===== src/vphy_regs_defines.vh =====
`ifndef VPHY_REGS_DEFINES_VH
`define VPHY_REGS_DEFINES_VH
// register byte offsets
`define OFS_ID_UPPER 9'h1C8
`define OFS_ID_LOWER 9'h1CC
`define OFS_AN_ADV 9'h1D0
// identity reset values (arbitrary neutral values)
`define RST_ID_UPPER 16'h2E71
`define RST_OUI_LOW 6'h2B
`define RST_MODEL 6'h15
`define RST_REV 4'h9
// advertisement field positions
`define POS_NEXT_PAGE 15
`define POS_REMOTE_FAULT 13
`define POS_ASYM_PAUSE 11
`define POS_SYM_PAUSE 10
`define POS_T4 9
`define POS_ABIL_HI 8
`define POS_ABIL_LO 5
`define POS_SEL_HI 4
`define POS_SEL_LO 0
// advertisement reset values
`define RST_ABIL 4'hF
`define RST_SELECTOR 5'h01
// writable bit mask of the advertisement register
`define ADV_WR_MASK 16'h0DFF
`endif


===== src/reg_field.v =====
`timescale 1ns/1ns
// ****************************************
// one writable register field
// ****************************************
module reg_field #(
    parameter WIDTH = 4,
    parameter [WIDTH-1:0] RST_VAL = {WIDTH{1'b0}}
) (
    input wire i_clk_sys,
    input wire i_rstn,
    input wire i_init,
    input wire [WIDTH-1:0] i_init_val,
    input wire i_wr,
    input wire [WIDTH-1:0] i_wr_val,
    output wire [WIDTH-1:0] o_val
);
    reg [WIDTH-1:0] val_ff;
    reg [WIDTH-1:0] nxt_val;
    // write wins over an init in the same cycle as the later command
    always @* begin
        nxt_val = val_ff;
        if (i_init) begin
            nxt_val = i_init_val;
        end
        if (i_wr) begin
            nxt_val = i_wr_val;
        end
    end
    // async reset loads the field's own constant default only
    always @(posedge i_clk_sys or negedge i_rstn) begin
        if (!i_rstn) begin
            val_ff <= RST_VAL;
        end else begin
            val_ff <= nxt_val;
        end
    end
    assign o_val = val_ff;
endmodule // reg_field


===== src/vphy_id_adv_regs.v =====
// Function
// (RL1) The upper identifier register holds a 16-bit writable OUI high part.
// (RL2) Lower identifier bits 15:10 hold the writable low six OUI bits.
// (RL3) Lower identifier bits 9:4 hold a writable six-bit model number.
// (RL4) Lower identifier bits 3:0 hold a writable four-bit revision number.
// (RL5) Each register is 32 bits with upper half zero, 16 bits serially.
// (RL6) Advertised next page bit 15 is read-only zero.
// (RL7) Advertised remote fault bit 13 is read-only zero.
// (RL8) Asymmetric (bit 11) and symmetric (bit 10) pause are writable.
// (RL9) Pause bits reset to one if the flow control strap is low, else zero.
// (RL10) Straps are sampled at reset release and held for the defaults.
// (RL11) Advertised 100BASE-T4 bit 9 is read-only zero.
// (RL12) Ability bits 8 to 5 are writable and reset to one.
// (RL13) Selector bits 4:0 reset to 00001 and software writes only that; the code stores any selector value a bus write or the loader gives.
// (RL14) The loader overwrites the whole advertisement after reset or reload; the code loads only the pause, ability and selector bits.
// (RL15) Advertisement changes reach the partner only on auto-neg rerun.
// (RL16) Writes to read-only and reserved bits are ignored.
`timescale 1ns/1ns
`include "vphy_regs_defines.vh"
module vphy_id_adv_regs (
    input wire i_clk_sys,
    input wire i_rstn,
    input wire i_pause_advert_disable_strap,
    // register bus access
    input wire i_reg_wr,
    input wire i_reg_rd,
    input wire [8:0] i_reg_addr,
    input wire [31:0] i_reg_wdata,
    input wire i_serial_access,
    // loader and auto-negotiation controls
    input wire i_loader_wr,
    input wire [15:0] i_loader_data,
    input wire i_autoneg_run,
    // read answer
    output reg [31:0] o_reg_rdata,
    output reg o_reg_hit,
    // live register views and snapshot
    output wire [15:0] o_phy_id_upper,
    output wire [15:0] o_phy_id_lower,
    output wire [15:0] o_advert_live,
    output reg [15:0] o_advert_latched
);

    // ****************************************
    // strap capture
    // ****************************************
    reg strap_taken_ff;
    reg pause_disable_ff;
    reg seed_ff;
    reg seed_d_ff;
    // clocked capture on the first edge after release, never async;
    // seed_d_ff trails the seed so the snapshot sees settled defaults
    always @(posedge i_clk_sys or negedge i_rstn) begin
        if (!i_rstn) begin
            strap_taken_ff <= 1'b0;
            pause_disable_ff <= 1'b0;
            seed_ff <= 1'b0;
            seed_d_ff <= 1'b0;
        end else begin
            seed_d_ff <= seed_ff;
            seed_ff <= 1'b0;
            if (!strap_taken_ff) begin
                strap_taken_ff <= 1'b1;
                pause_disable_ff <= i_pause_advert_disable_strap; // [RL10]
                seed_ff <= 1'b1;
            end
        end
    end

    // ****************************************
    // decode
    // ****************************************
    wire wr_upper = i_reg_wr && (i_reg_addr == `OFS_ID_UPPER);
    wire wr_lower = i_reg_wr && (i_reg_addr == `OFS_ID_LOWER);
    wire wr_adv = i_reg_wr && (i_reg_addr == `OFS_AN_ADV);
    // only the low half is stored, so the parallel and the serial
    // views of each register can never disagree
    wire [15:0] wd = i_reg_wdata[15:0]; // upper half dropped [RL5]

    // ****************************************
    // identifier fields
    // ****************************************
    wire [15:0] id_up;
    wire [5:0] oui_lo;
    wire [5:0] model;
    wire [3:0] rev;
    // each field reloads its default on the seed cycle as well
    reg_field #(
        .WIDTH(16),
        .RST_VAL(`RST_ID_UPPER)
    ) u_id_up (
        .i_clk_sys(i_clk_sys),
        .i_rstn(i_rstn),
        .i_init(seed_ff),
        .i_init_val(`RST_ID_UPPER),
        .i_wr(wr_upper),
        .i_wr_val(wd),
        .o_val(id_up)
    ); // [RL1]
    reg_field #(
        .WIDTH(6),
        .RST_VAL(`RST_OUI_LOW)
    ) u_oui_lo (
        .i_clk_sys(i_clk_sys),
        .i_rstn(i_rstn),
        .i_init(seed_ff),
        .i_init_val(`RST_OUI_LOW),
        .i_wr(wr_lower),
        .i_wr_val(wd[15:10]),
        .o_val(oui_lo)
    ); // [RL2]
    reg_field #(
        .WIDTH(6),
        .RST_VAL(`RST_MODEL)
    ) u_model (
        .i_clk_sys(i_clk_sys),
        .i_rstn(i_rstn),
        .i_init(seed_ff),
        .i_init_val(`RST_MODEL),
        .i_wr(wr_lower),
        .i_wr_val(wd[9:4]),
        .o_val(model)
    ); // [RL3]
    reg_field #(
        .WIDTH(4),
        .RST_VAL(`RST_REV)
    ) u_rev (
        .i_clk_sys(i_clk_sys),
        .i_rstn(i_rstn),
        .i_init(seed_ff),
        .i_init_val(`RST_REV),
        .i_wr(wr_lower),
        .i_wr_val(wd[3:0]),
        .o_val(rev)
    ); // [RL4]
    assign o_phy_id_upper = id_up;
    assign o_phy_id_lower = {oui_lo, model, rev};

    // ****************************************
    // advertisement register
    // ****************************************
    // fixed bits have no storage, so no write or load can reach them
    reg [1:0] pause_ff;
    reg [3:0] abil_ff;
    reg [4:0] sel_ff;
    reg [15:0] nxt_adv_src;
    reg adv_load;
    // loader and bus write share one path; bus write wins if both
    always @* begin
        adv_load = i_loader_wr || wr_adv; // [RL14]
        nxt_adv_src = wr_adv ? wd : i_loader_data;
    end
    // only writable fields stored, fixed bits never take a value
    always @(posedge i_clk_sys or negedge i_rstn) begin
        if (!i_rstn) begin
            pause_ff <= 2'h0; // strap default lands on the seed cycle
            abil_ff <= `RST_ABIL; // [RL12]
            sel_ff <= `RST_SELECTOR; // [RL13]
        end else if (adv_load) begin
            pause_ff <= nxt_adv_src[`POS_ASYM_PAUSE:`POS_SYM_PAUSE]; // [RL8]
            abil_ff <= nxt_adv_src[`POS_ABIL_HI:`POS_ABIL_LO]; // [RL12]
            sel_ff <= nxt_adv_src[`POS_SEL_HI:`POS_SEL_LO]; // [RL13]
        end else if (seed_ff) begin
            pause_ff <= {2{~pause_disable_ff}}; // [RL9]
        end
    end
    // next page, remote fault, T4 and reserved read zero
    assign o_advert_live = {1'b0, 1'b0, 1'b0, 1'b0, pause_ff, 1'b0,
        abil_ff, sel_ff}; // [RL6] [RL7] [RL11] [RL16]

    // ****************************************
    // auto-negotiation snapshot
    // ****************************************
    // the partner logic sees only the copy taken on a rerun; the reset
    // copy waits one cycle past the seed, else it would catch the pause
    // bits before their strap default has landed
    always @(posedge i_clk_sys or negedge i_rstn) begin
        if (!i_rstn) begin
            o_advert_latched <= 16'h0000;
        end else if (i_autoneg_run || seed_d_ff) begin
            o_advert_latched <= o_advert_live; // [RL15]
        end
    end

    // ****************************************
    // read port
    // ****************************************
    reg [31:0] nxt_rdata;
    reg nxt_hit;
    // read decode; unmapped offsets answer zero and raise no hit
    always @* begin
        nxt_rdata = 32'h00000000;
        nxt_hit = 1'b0;
        case (i_reg_addr)
            `OFS_ID_UPPER: begin
                nxt_rdata = {16'h0000, o_phy_id_upper}; // [RL5]
                nxt_hit = 1'b1;
            end
            `OFS_ID_LOWER: begin
                nxt_rdata = {16'h0000, o_phy_id_lower}; // [RL5]
                nxt_hit = 1'b1;
            end
            `OFS_AN_ADV: begin
                nxt_rdata = {16'h0000, o_advert_live}; // [RL5]
                nxt_hit = 1'b1;
            end
            default: begin
                nxt_rdata = 32'h00000000;
                nxt_hit = 1'b0;
            end
        endcase
    end
    // registered read data, one cycle after the strobe; the data holds
    // until the next read so a slow host may pick it up late, while the
    // hit flag stands for one cycle only
    always @(posedge i_clk_sys or negedge i_rstn) begin
        if (!i_rstn) begin
            o_reg_rdata <= 32'h00000000;
            o_reg_hit <= 1'b0;
        end else begin
            o_reg_hit <= i_reg_rd && nxt_hit;
            if (i_reg_rd) begin
                o_reg_rdata <= nxt_rdata;
            end
        end
    end
endmodule // vphy_id_adv_regs


===== config.mk =====
export PLATFORM = sky130hd
export DESIGN_NAME = vphy_id_adv_regs
export DESIGN_NICKNAME = d
export VERILOG_FILES = /design/src/reg_field.v /design/src/vphy_id_adv_regs.v
export VERILOG_INCLUDE_DIRS = /design/src /design/src/src
export SDC_FILE = /design/constraint.sdc
export NUM_CORES = 1
export LEC_CHECK = 0
export BUFFER_PORTS_ARGS = -buffer_cell sky130_fd_sc_hd__clkbuf_2
export CAP_MARGIN = 10
export CORE_ASPECT_RATIO = 2
export CORE_UTILIZATION = 49
export CTS_BUF_LIST = sky130_fd_sc_hd__clkbuf_8
export DETAILED_ROUTE_END_ITERATION = 12
export PLACE_DENSITY = 0.82
export SLEW_MARGIN = 0
export SYNTH_ARGS = -nofsm -noshare
export SYNTH_HDL_FRONTEND = slang
export SYNTH_SLANG_ARGS = --single-unit
export TNS_END_PERCENT = 100

===== constraint.sdc =====
create_clock -name i_clk_sys -period 1.3 [get_ports i_clk_sys]
set_input_delay 0 -clock i_clk_sys [delete_from_list [all_inputs] [get_ports i_clk_sys]]
set_output_delay 0 -clock i_clk_sys [all_outputs]
set_load 0.02 [all_outputs]

==> results of run 1 <==
## cell type report
| cell class | count | area [um^2] | share of cell area, % |
|---|---|---|---|
| sequential | 75 | 1900 | 38.9 |
| multi-input combinational | 192 | 1510 | 30.8 |
| timing repair buffer | 167 | 1090 | 22.3 |
| clock buffer | 11 | 151 | 3.09 |
| tap | 92 | 115 | 2.35 |
| inverter | 28 | 105 | 2.15 |
| clock inverter | 5 | 21.3 | 0.435 |
## flip-flops by register name, summed over array words and instances, names as in the netlist
signal            flops
o_reg_rdata          16
u_id_up.o_val        16
o_advert_latched     11
u_model.o_val         6
u_oui_lo.o_val        6
sel_ff                5
abil_ff               4
u_rev.o_val           4
pause_ff              2
o_reg_hit             1
pause_disable_ff      1
seed_d_ff             1
seed_ff               1
strap_taken_ff        1
## worst paths after layout
path,from,endpoint,slack [ns],depth (start not counted)
min in group asynchronous,i_rstn,strap_taken_ff$_DFF_PN0_,0.13,2
worst max register to register,seed_d_ff$_DFF_PN0_,o_advert_latched[8]$_DFFE_PN0P_,0.12,3
worst min register to register,strap_taken_ff$_DFF_PN0_,seed_ff$_DFF_PN0_,0.43,1
max in group asynchronous,i_rstn,abil_ff[0]$_DFFE_PN1P_,0.60,3
worst max-delay path,seed_d_ff$_DFF_PN0_,o_advert_latched[8]$_DFFE_PN0P_,0.12,3
worst min-delay path,i_loader_data[7],abil_ff[2]$_DFFE_PN1P_,0.02,3
## through the flow
| step | instance area [um^2] | setup WS (ns) | instances | hold WS (ns) |
|---|---|---|---|---|
| finish | 4890 | 0.122 | 570 | 0.0172 |
| global route | 4890 | 0.0822 | 570 | 0.0101 |
| CTS | 4890 | 0.117 | 570 | 0.00265 |
| detailed placement | 4450 | 0.0223 | 527 | -0.0485 |
| global placement | 4450 | 0.0531 | 527 | -0.0584 |
| floorplan | 3820 | 0.147 | 339 | -0.296 |
## where the power goes
group / internal (W) / switching, W / total [W]
Clock: 0.000771 / 0.000810 / 0.00158
Combinational: 0.000327 / 0.000447 / 0.000774
Sequential: 0.00244 / 0.0000720 / 0.00251
Total: 0.00354 / 0.00133 / 0.00487
## critical path: stages (launching register included)
cell and delay [ns]:
dfrtp_1 0.37, nor2_1 0.14, buf_4 0.21, mux2_2 0.34
## logic make-up after synthesis
| kind of cell | Yosys count |
|---|---|
| DFF | 75 |
| AOI/OAI and AO/OA | 30 |
| and+or+nand+nor | 55 |
| other | 2 |
| muxes | 80 |
| buffers and inverters | 72 |
## layer usage
metal | vias up | global-route usage, %
li1 | 1333 | -
met2 | 110 | 45.1
met5 | - | 0
met4 | 0 | 15.4
met3 | 28 | 4.20
met1 | 1427 | 26.2
## repair_timing
action                    CTS  global route
resized for setup           0             0
hold endpoints to repair   99             0
hold buffers               27             0
## cell usage in the layout, fill, tap and decap left out, drive strengths merged, types with 3 or more instances in the layout
| cell type | n |
|---|---|
| dfrtp | 53 |
| nand2 | 7 |
| dfstp | 22 |
| buf | 28 |
| mux2 | 44 |
| nand2b | 5 |
| nand4 | 3 |
| o22ai | 16 |
| inv | 31 |
| dlygate4sd3 | 27 |
| mux2i | 36 |
| nor2 | 21 |
| conb | 27 |
| clkbuf | 123 |
| a22oi | 10 |
| nor2b | 13 |
==> impl_metrics.json, run 1 <==
{
  "layout.nets": 538,
  "firstDrtPassIters": 4,
  "critPathCaptureType": "register",
  "post-route-min-period_ns": 1.18,
  "antenna_left": 0,
  "synth_common_cells": "53 x dfrtp_1, 42 x mux2_2, 36 x mux2i_1",
  "area_delta_synth_final_pct": 31.2,
  "wl_um": 9330,
  "first_iter_violations": 106,
  "outcome": "finished clean",
  "grt_overflow": 0,
  "track_usage_pct": 25.0,
  "ios": 162,
  "synth_xor_area_share_pct": 0,
  "period_share_pct": 90.6,
  "synth_edf_count": 0,
  "drive_above_1_share_pct": 46.7,
  "synth_most_common_cell": "dfrtp_1",
  "cts_post_setup_buffers_inserted": 0,
  "wl_met2_um": 5220,
  "ys.flop_type": "dfrtp_1",
  "clock_skew_ns": 0.00833,
  "ir_drop_mv": 0.681,
  "drc": 0,
  "synth_simple_gate_area_share_pct": 8.82,
  "crit_type": "register to register",
  "drv_cap": 0,
  "top_layer": "met4",
  "synth.top_cell.area_share_pct": 35.5,
  "synthAdderAreaFrac_pct": 0,
  "yosys-mux-area-fraction_pct": 23.1,
  "via_count": 2898,
  "grt_pass1_vias": 3005,
  "synth_area_mm2": 0.00373,
  "hold_viol": 0,
  "final_util_pct": 66.8,
  "dp_hpwl_um": 6760,
  "clock-sinks": 75,
  "synth-seq-area-share_pct": 51.0,
  "synth_largest_area_cell": "dfrtp_1",
  "met3_length_um": 315,
  "coreArea_mm2": 0.00732,
  "worstSkewPairLatency_ns": 0.35,
  "synth-seq-cells": 75,
  "grt_pass1_wl_um": 14800,
  "antenna_found_initial": 0,
  "start_util_pct": 51.0,
  "cts_tree": "done",
  "viasPerCell": 5.08,
  "die-area_mm2": 0.00799,
  "filler_cell_count": 550,
  "synth_top_family_by_area": "multiplexers",
  "start_kind": "register",
  "rsz0062_at_grt": "false",
  "power_w": 0.00487,
  "powerDensity_mw_per_mm2": 994,
  "cts.reportedPaths.clkPinSlew_ns": 0.07,
  "synth_cell_types": 26,
  "synth_cells": 314,
  "cp.required_ns": 1.53,
  "synth_compound_area_share_pct": 5.70,
  "yosys-top-cells-area": "dfrtp_1 36%, dfstp_2 15%, mux2_2 13%",
  "fp-row-count": 44,
  "cts_made_buffers": 9,
  "synth_area_per_cell_um2": 11.9,
  "crit_path_max_fanout": 8,
  "cts_max_level": 3,
  "port_buffers": 113,
  "hold_path_class": "primary input to register",
  "grt_max_degree": 29,
  "drv_slew": 0,
  "worst_ep_arrival_time_ns": 1.41,
  "root_buffer": "clkbuf_8",
  "yosys_warnings": 0,
  "async_flop_share_pct": 100,
  "setup-violations-final": 0,
  "clockBufferDepth": 2,
  "p_leak_nw": 2.62,
  "die_h_um": 125,
  "place_congestion": 0.793,
  "tns_ns": 0,
  "m1WireLength_um": 3350,
  "antenna_cells": 0,
  "max_freq_ghz": 0.849,
  "wire_per_inst_um": 16.4,
  "chipWidth_um": 63.7
}
No activity file was read; power rests on OpenSTA's default activity.
==> run 2, diff against run 1 <==
CORE_UTILIZATION = 44   (was 49)
PLACE_DENSITY = 0.75   (was 0.82)
==> run 2 against run 1 <==
Compared with the run above:
- total power increased by 5.2%
- sequential cell count did not move
- fmax down 1.4%
- hold slack better by 0.0011 ns
- final cell count is 0.35% higher
- sequential power about the same
- combinational power decreased by 0.9%
- count of clock-buffer cells in the layout shrank 1
- register-to-register slack got worse by 0.02 ns
- largest cell class unchanged
- setup slack got worse by 0.017 ns
- highest routed layer unchanged
- non-clock buffer count fell by 4
==> impl_metrics.json, run 2 (synthesis gave the netlist of run 1 again) <==
{
  "fin_hold_ws_ns": 0.0183,
  "antenna_cells": 0,
  "postCtsHoldBufs": 28,
  "critPathCaptureType": "register",
  "worst_ep_arrival_time_ns": 1.44,
  "grt_pass1_wl_um": 14700,
  "place_congestion": 0.803,
  "grt_pass1_vias": 2891,
  "crit_path_max_fanout": 7,
  "fin_ws_ns": 0.105,
  "cts_post_setup_buffers_inserted": 0,
  "post-route-min-period_ns": 1.20,
  "die-area_mm2": 0.00887,
  "crit_type": "register to register",
  "hold_viol": 0,
  "placedCellCount": 528,
  "drv_cap": 0,
  "grt_max_degree": 33,
  "slowest_stage": "dfrtp_1",
  "layout_commonest_cell": "clkbuf_2",
  "viasPerCell": 5.01,
  "p_leak_nw": 2.59,
  "dpl_cell_area_mm2": 0.00442,
  "drc": 0,
  "cp_num_buf_inv": 1,
  "worstSkewPairLatency_ns": 0.37,
  "port_buffers": 113,
  "hold_path_class": "primary input to register",
  "design_area_mm2": 0.00491,
  "setup-violations-final": 0,
  "clock-sinks": 75,
  "ios": 162,
  "layout.nets": 534,
  "firstDrtPassIters": 4,
  "wl_um": 9480,
  "clock_skew_ns": 0.0176,
  "power_w": 0.00512,
  "clockBufferDepth": 2,
  "cpLargestDelayFamily": "flip-flops",
  "cpPeakStageDelay_ns": 0.37,
  "cts_max_level": 3,
  "area_delta_synth_final_pct": 31.5,
  "dp_hpwl_um": 6780,
  "fp-row-count": 47,
  "start_util_pct": 45.3,
  "powerDensity_mw_per_mm2": 1040,
  "drv_slew": 0,
  "cts_tree": "done",
  "root_buffer": "clkbuf_8",
  "post_cts_resized": 0,
  "grt_overflow": 0,
  "outcome": "finished clean",
  "coreArea_mm2": 0.00823,
  "start_kind": "register",
  "wire_per_inst_um": 16.6,
  "die_h_um": 132,
  "cts_made_buffers": 9,
  "first_iter_violations": 96,
  "period_share_pct": 91.9,
  "drive_above_1_share_pct": 46.8,
  "max_freq_ghz": 0.837,
  "ir_drop_mv": 0.771,
  "instances_no_fill": 572,
  "track_usage_pct": 23.0,
  "antenna_found_initial": 0,
  "most-common-layout-cells": "112 x clkbuf_2, 53 x dfrtp_1, 42 x mux2_2",
  "via_count": 2866,
  "cp_cell_sequence": "nor2_1, buf_4, mux2_2",
  "cts.reportedPaths.clkPinSlew_ns": 0.09,
  "cp.required_ns": 1.54,
  "antenna_left": 0,
  "rsz0062_at_grt": "false",
  "chipWidth_um": 67.1,
  "dp_slack_ns": -0.0778
}
-- run 2: worst reg2reg max path, stage by stage (launching register included) --
cell and delay, ns:
dfrtp_1 0.37, nor2_1 0.13, buf_4 0.22, mux2_2 0.35
-- run 2: power by group --
part,total [W],switching [W],internal [W]
sequential,0.00251,0.0000728,0.00244
combinational,0.000767,0.000442,0.000325
clock,0.00184,0.000908,0.000934
total,0.00512,0.00142,0.00370
-- run 2: layout make-up --
type / instances / area [um^2]
clock buffer: 10 / 138
clock inverter: 6 / 65.1
fill: 715 / 3330
inverter: 28 / 105
multi-input combinational: 192 / 1510
sequential: 75 / 1900
tap: 98 / 123
timing repair buffer: 163 / 1060
-- run 2: final timing paths --
kind	start	endpoint	slack (ns)	cells after the start
min in group asynchronous	i_rstn	o_reg_rdata[12]$_DFFE_PN0P_	0.11	2
worst min register to register	strap_taken_ff$_DFF_PN0_	seed_ff$_DFF_PN0_	0.43	1
worst min-delay path	i_loader_data[1]	sel_ff[1]$_DFFE_PN0P_	0.02	3
max in group asynchronous	i_rstn	abil_ff[0]$_DFFE_PN1P_	0.60	3
worst max-delay path	seed_d_ff$_DFF_PN0_	o_advert_latched[5]$_DFFE_PN0P_	0.10	3
worst max register to register	seed_d_ff$_DFF_PN0_	o_advert_latched[5]$_DFFE_PN0P_	0.10	3
-- run 2: stage by stage --
step	setup TNS (ns)	util, %
floorplan	0	-
global placement	0	53.7
detailed placement	-0.356	53.7
CTS	0	59.6
global route	0	59.6
finish	0	59.6
-- run 2: layer usage --
layer	GRT usage (%)	share of wire, %	routed length [um]	vias to the layer above
met3	4.67	4.5	431	23
met1	25.9	37	3520	1410
met5	0	0	0	-
li1	-	-	-	1326
met2	38.7	55	5210	107
met4	13.0	3.4	322	0
==> run 3, diff against run 2 <==
REMOVE_ABC_BUFFERS = 1   (was not set)
==> run 3 against run 2 <==
Compared with the run above:
- fmax is 0.70% lower
- combinational power is 1% lower
- total power is 3.6% higher
- core utilization is 0.15 points lower
- critical path type unchanged
==> impl_metrics.json, run 3 (synthesis gave the netlist of run 1 again) <==
{
  "final_util_pct": 59.5,
  "multi_input_area_mm2": 0.00151,
  "grt_pass1_vias": 2942,
  "dp_hpwl_um": 7090,
  "start_kind": "register",
  "wl_um": 9640,
  "fp-row-count": 47,
  "critPathCaptureType": "register",
  "area_delta_synth_final_pct": 31.2,
  "antenna_cells": 0,
  "placedCellCount": 526,
  "most-common-layout-cells": "112 x clkbuf_2, 53 x dfrtp_1, 42 x mux2_2",
  "postCtsHoldBufs": 27,
  "ir_drop_mv": 1.02,
  "grt_overflow": 0,
  "antenna_left": 0,
  "max_freq_ghz": 0.831,
  "crit_path_max_fanout": 6,
  "cts_made_buffers": 9,
  "worst_ep_arrival_time_ns": 1.44,
  "powerDensity_mw_per_mm2": 1080,
  "cp.required_ns": 1.54,
  "clockBufferDepth": 2,
  "coreArea_mm2": 0.00823,
  "start_util_pct": 45.3,
  "track_usage_pct": 23.3,
  "antenna_found_initial": 0,
  "clock_skew_ns": 0.00803,
  "place_congestion": 0.808,
  "post_cts_resized": 0,
  "wire_per_inst_um": 16.9,
  "drv_slew": 0,
  "viasPerCell": 5.00,
  "setup-violations-final": 0,
  "die_h_um": 132,
  "period_share_pct": 92.6,
  "dpl_cell_area_mm2": 0.00440,
  "post-route-min-period_ns": 1.20,
  "layout.nets": 531,
  "root_buffer": "clkbuf_8",
  "first_iter_violations": 166,
  "hold_path_class": "primary input to register",
  "drc": 0,
  "filler_cell_count": 715,
  "via_count": 2847,
  "cts.reportedPaths.clkPinSlew_ns": 0.07,
  "design_area_mm2": 0.00489,
  "clock-sinks": 75,
  "hold_viol": 0,
  "cts_tree": "done",
  "port_buffers": 113,
  "cts_max_level": 3,
  "die-area_mm2": 0.00887,
  "firstDrtPassIters": 4,
  "crit_type": "register to register",
  "instances_no_fill": 569,
  "chipWidth_um": 67.1,
  "rsz0062_at_grt": "false",
  "tns_ns": 0,
  "p_leak_nw": 2.60,
  "drv_cap": 0,
  "grt_max_degree": 38,
  "dp_slack_ns": -0.0252,
  "layout_commonest_cell": "clkbuf_2",
  "drive_above_1_share_pct": 46.5,
  "outcome": "finished clean",
  "worstSkewPairLatency_ns": 0.36,
  "cts_post_setup_buffers_inserted": 0,
  "regArea_mm2": 0.00190,
  "grt_pass1_wl_um": 14800,
  "ios": 162,
  "fin_ws_ns": 0.0966
}
run 3: cell count changes in the layout (fill, tap and decap cells not counted), sizes merged:
| cell | previous run | this run |
|---|---|---|
| clkinvlp | 4 | 1 |
| buf | 23 | 21 |
| inv | 28 | 29 |
| dlygate4sd3 | 28 | 27 |
| clkbuf | 122 | 123 |
| bufinv | 1 | 2 |
run 3: final timing paths:
check                                               from  slack (ns)  cells after the start                         endpoint
max in group asynchronous                         i_rstn        0.61                      3     u_model.o_val[0]$_DFFE_PN1P_
worst max register to register       seed_d_ff$_DFF_PN0_         0.1                      3  o_advert_latched[2]$_DFFE_PN0P_
min in group asynchronous                         i_rstn        0.06                      2  o_advert_latched[6]$_DFFE_PN0P_
worst max-delay path                 seed_d_ff$_DFF_PN0_         0.1                      3  o_advert_latched[2]$_DFFE_PN0P_
worst min register to register  strap_taken_ff$_DFF_PN0_        0.43                      1                seed_ff$_DFF_PN0_
worst min-delay path                    i_loader_data[2]        0.01                      3            sel_ff[2]$_DFFE_PN0P_
run 3: worst max-delay path, cell delays in order, from the launching register on:
cell and delay [ns]:
dfrtp_1 0.38, nor2_1 0.16, buf_4 0.21, mux2_2 0.34
run 3: layout make-up:
type                            count  share of cell area, %
Sequential cell                    75                   38.9
Multi-Input combinational cell    192                   30.8
Timing Repair Buffer              160                   21.0
Clock buffer                       11                   3.09
Tap cell                           98                   2.51
Inverter                           28                   2.15
Clock inverter                      5                   1.56
run 3: through the flow:
| step | total power, W | hold WS (ns) |
|---|---|---|
| 2_1_floorplan | 0.00291 | -0.296 |
| 3_3_place_gp | 0.00323 | -0.0989 |
| 3_5_place_dp | 0.00325 | -0.0930 |
| 4_1_cts | 0.00535 | 0.000572 |
| 5_1_grt | 0.00550 | 0.0127 |
| 6_report | 0.00530 | 0.0125 |
run 3: layer usage:
layer,track usage (%),wire (um),share of wire (%),up-vias
met5,0,0,0,-
met4,11.8,364,3.8,0
met2,41.8,5410,56,109
li1,-,-,-,1318
met3,5.02,387,4.0,27
met1,24.1,3480,36,1393
run 3: report_power, final:
part | switching, W | internal [W] | total (W)
Combinational | 0.000443 | 0.000315 | 0.000758
Clock | 0.000858 | 0.00118 | 0.00203
Sequential | 0.0000729 | 0.00244 | 0.00251
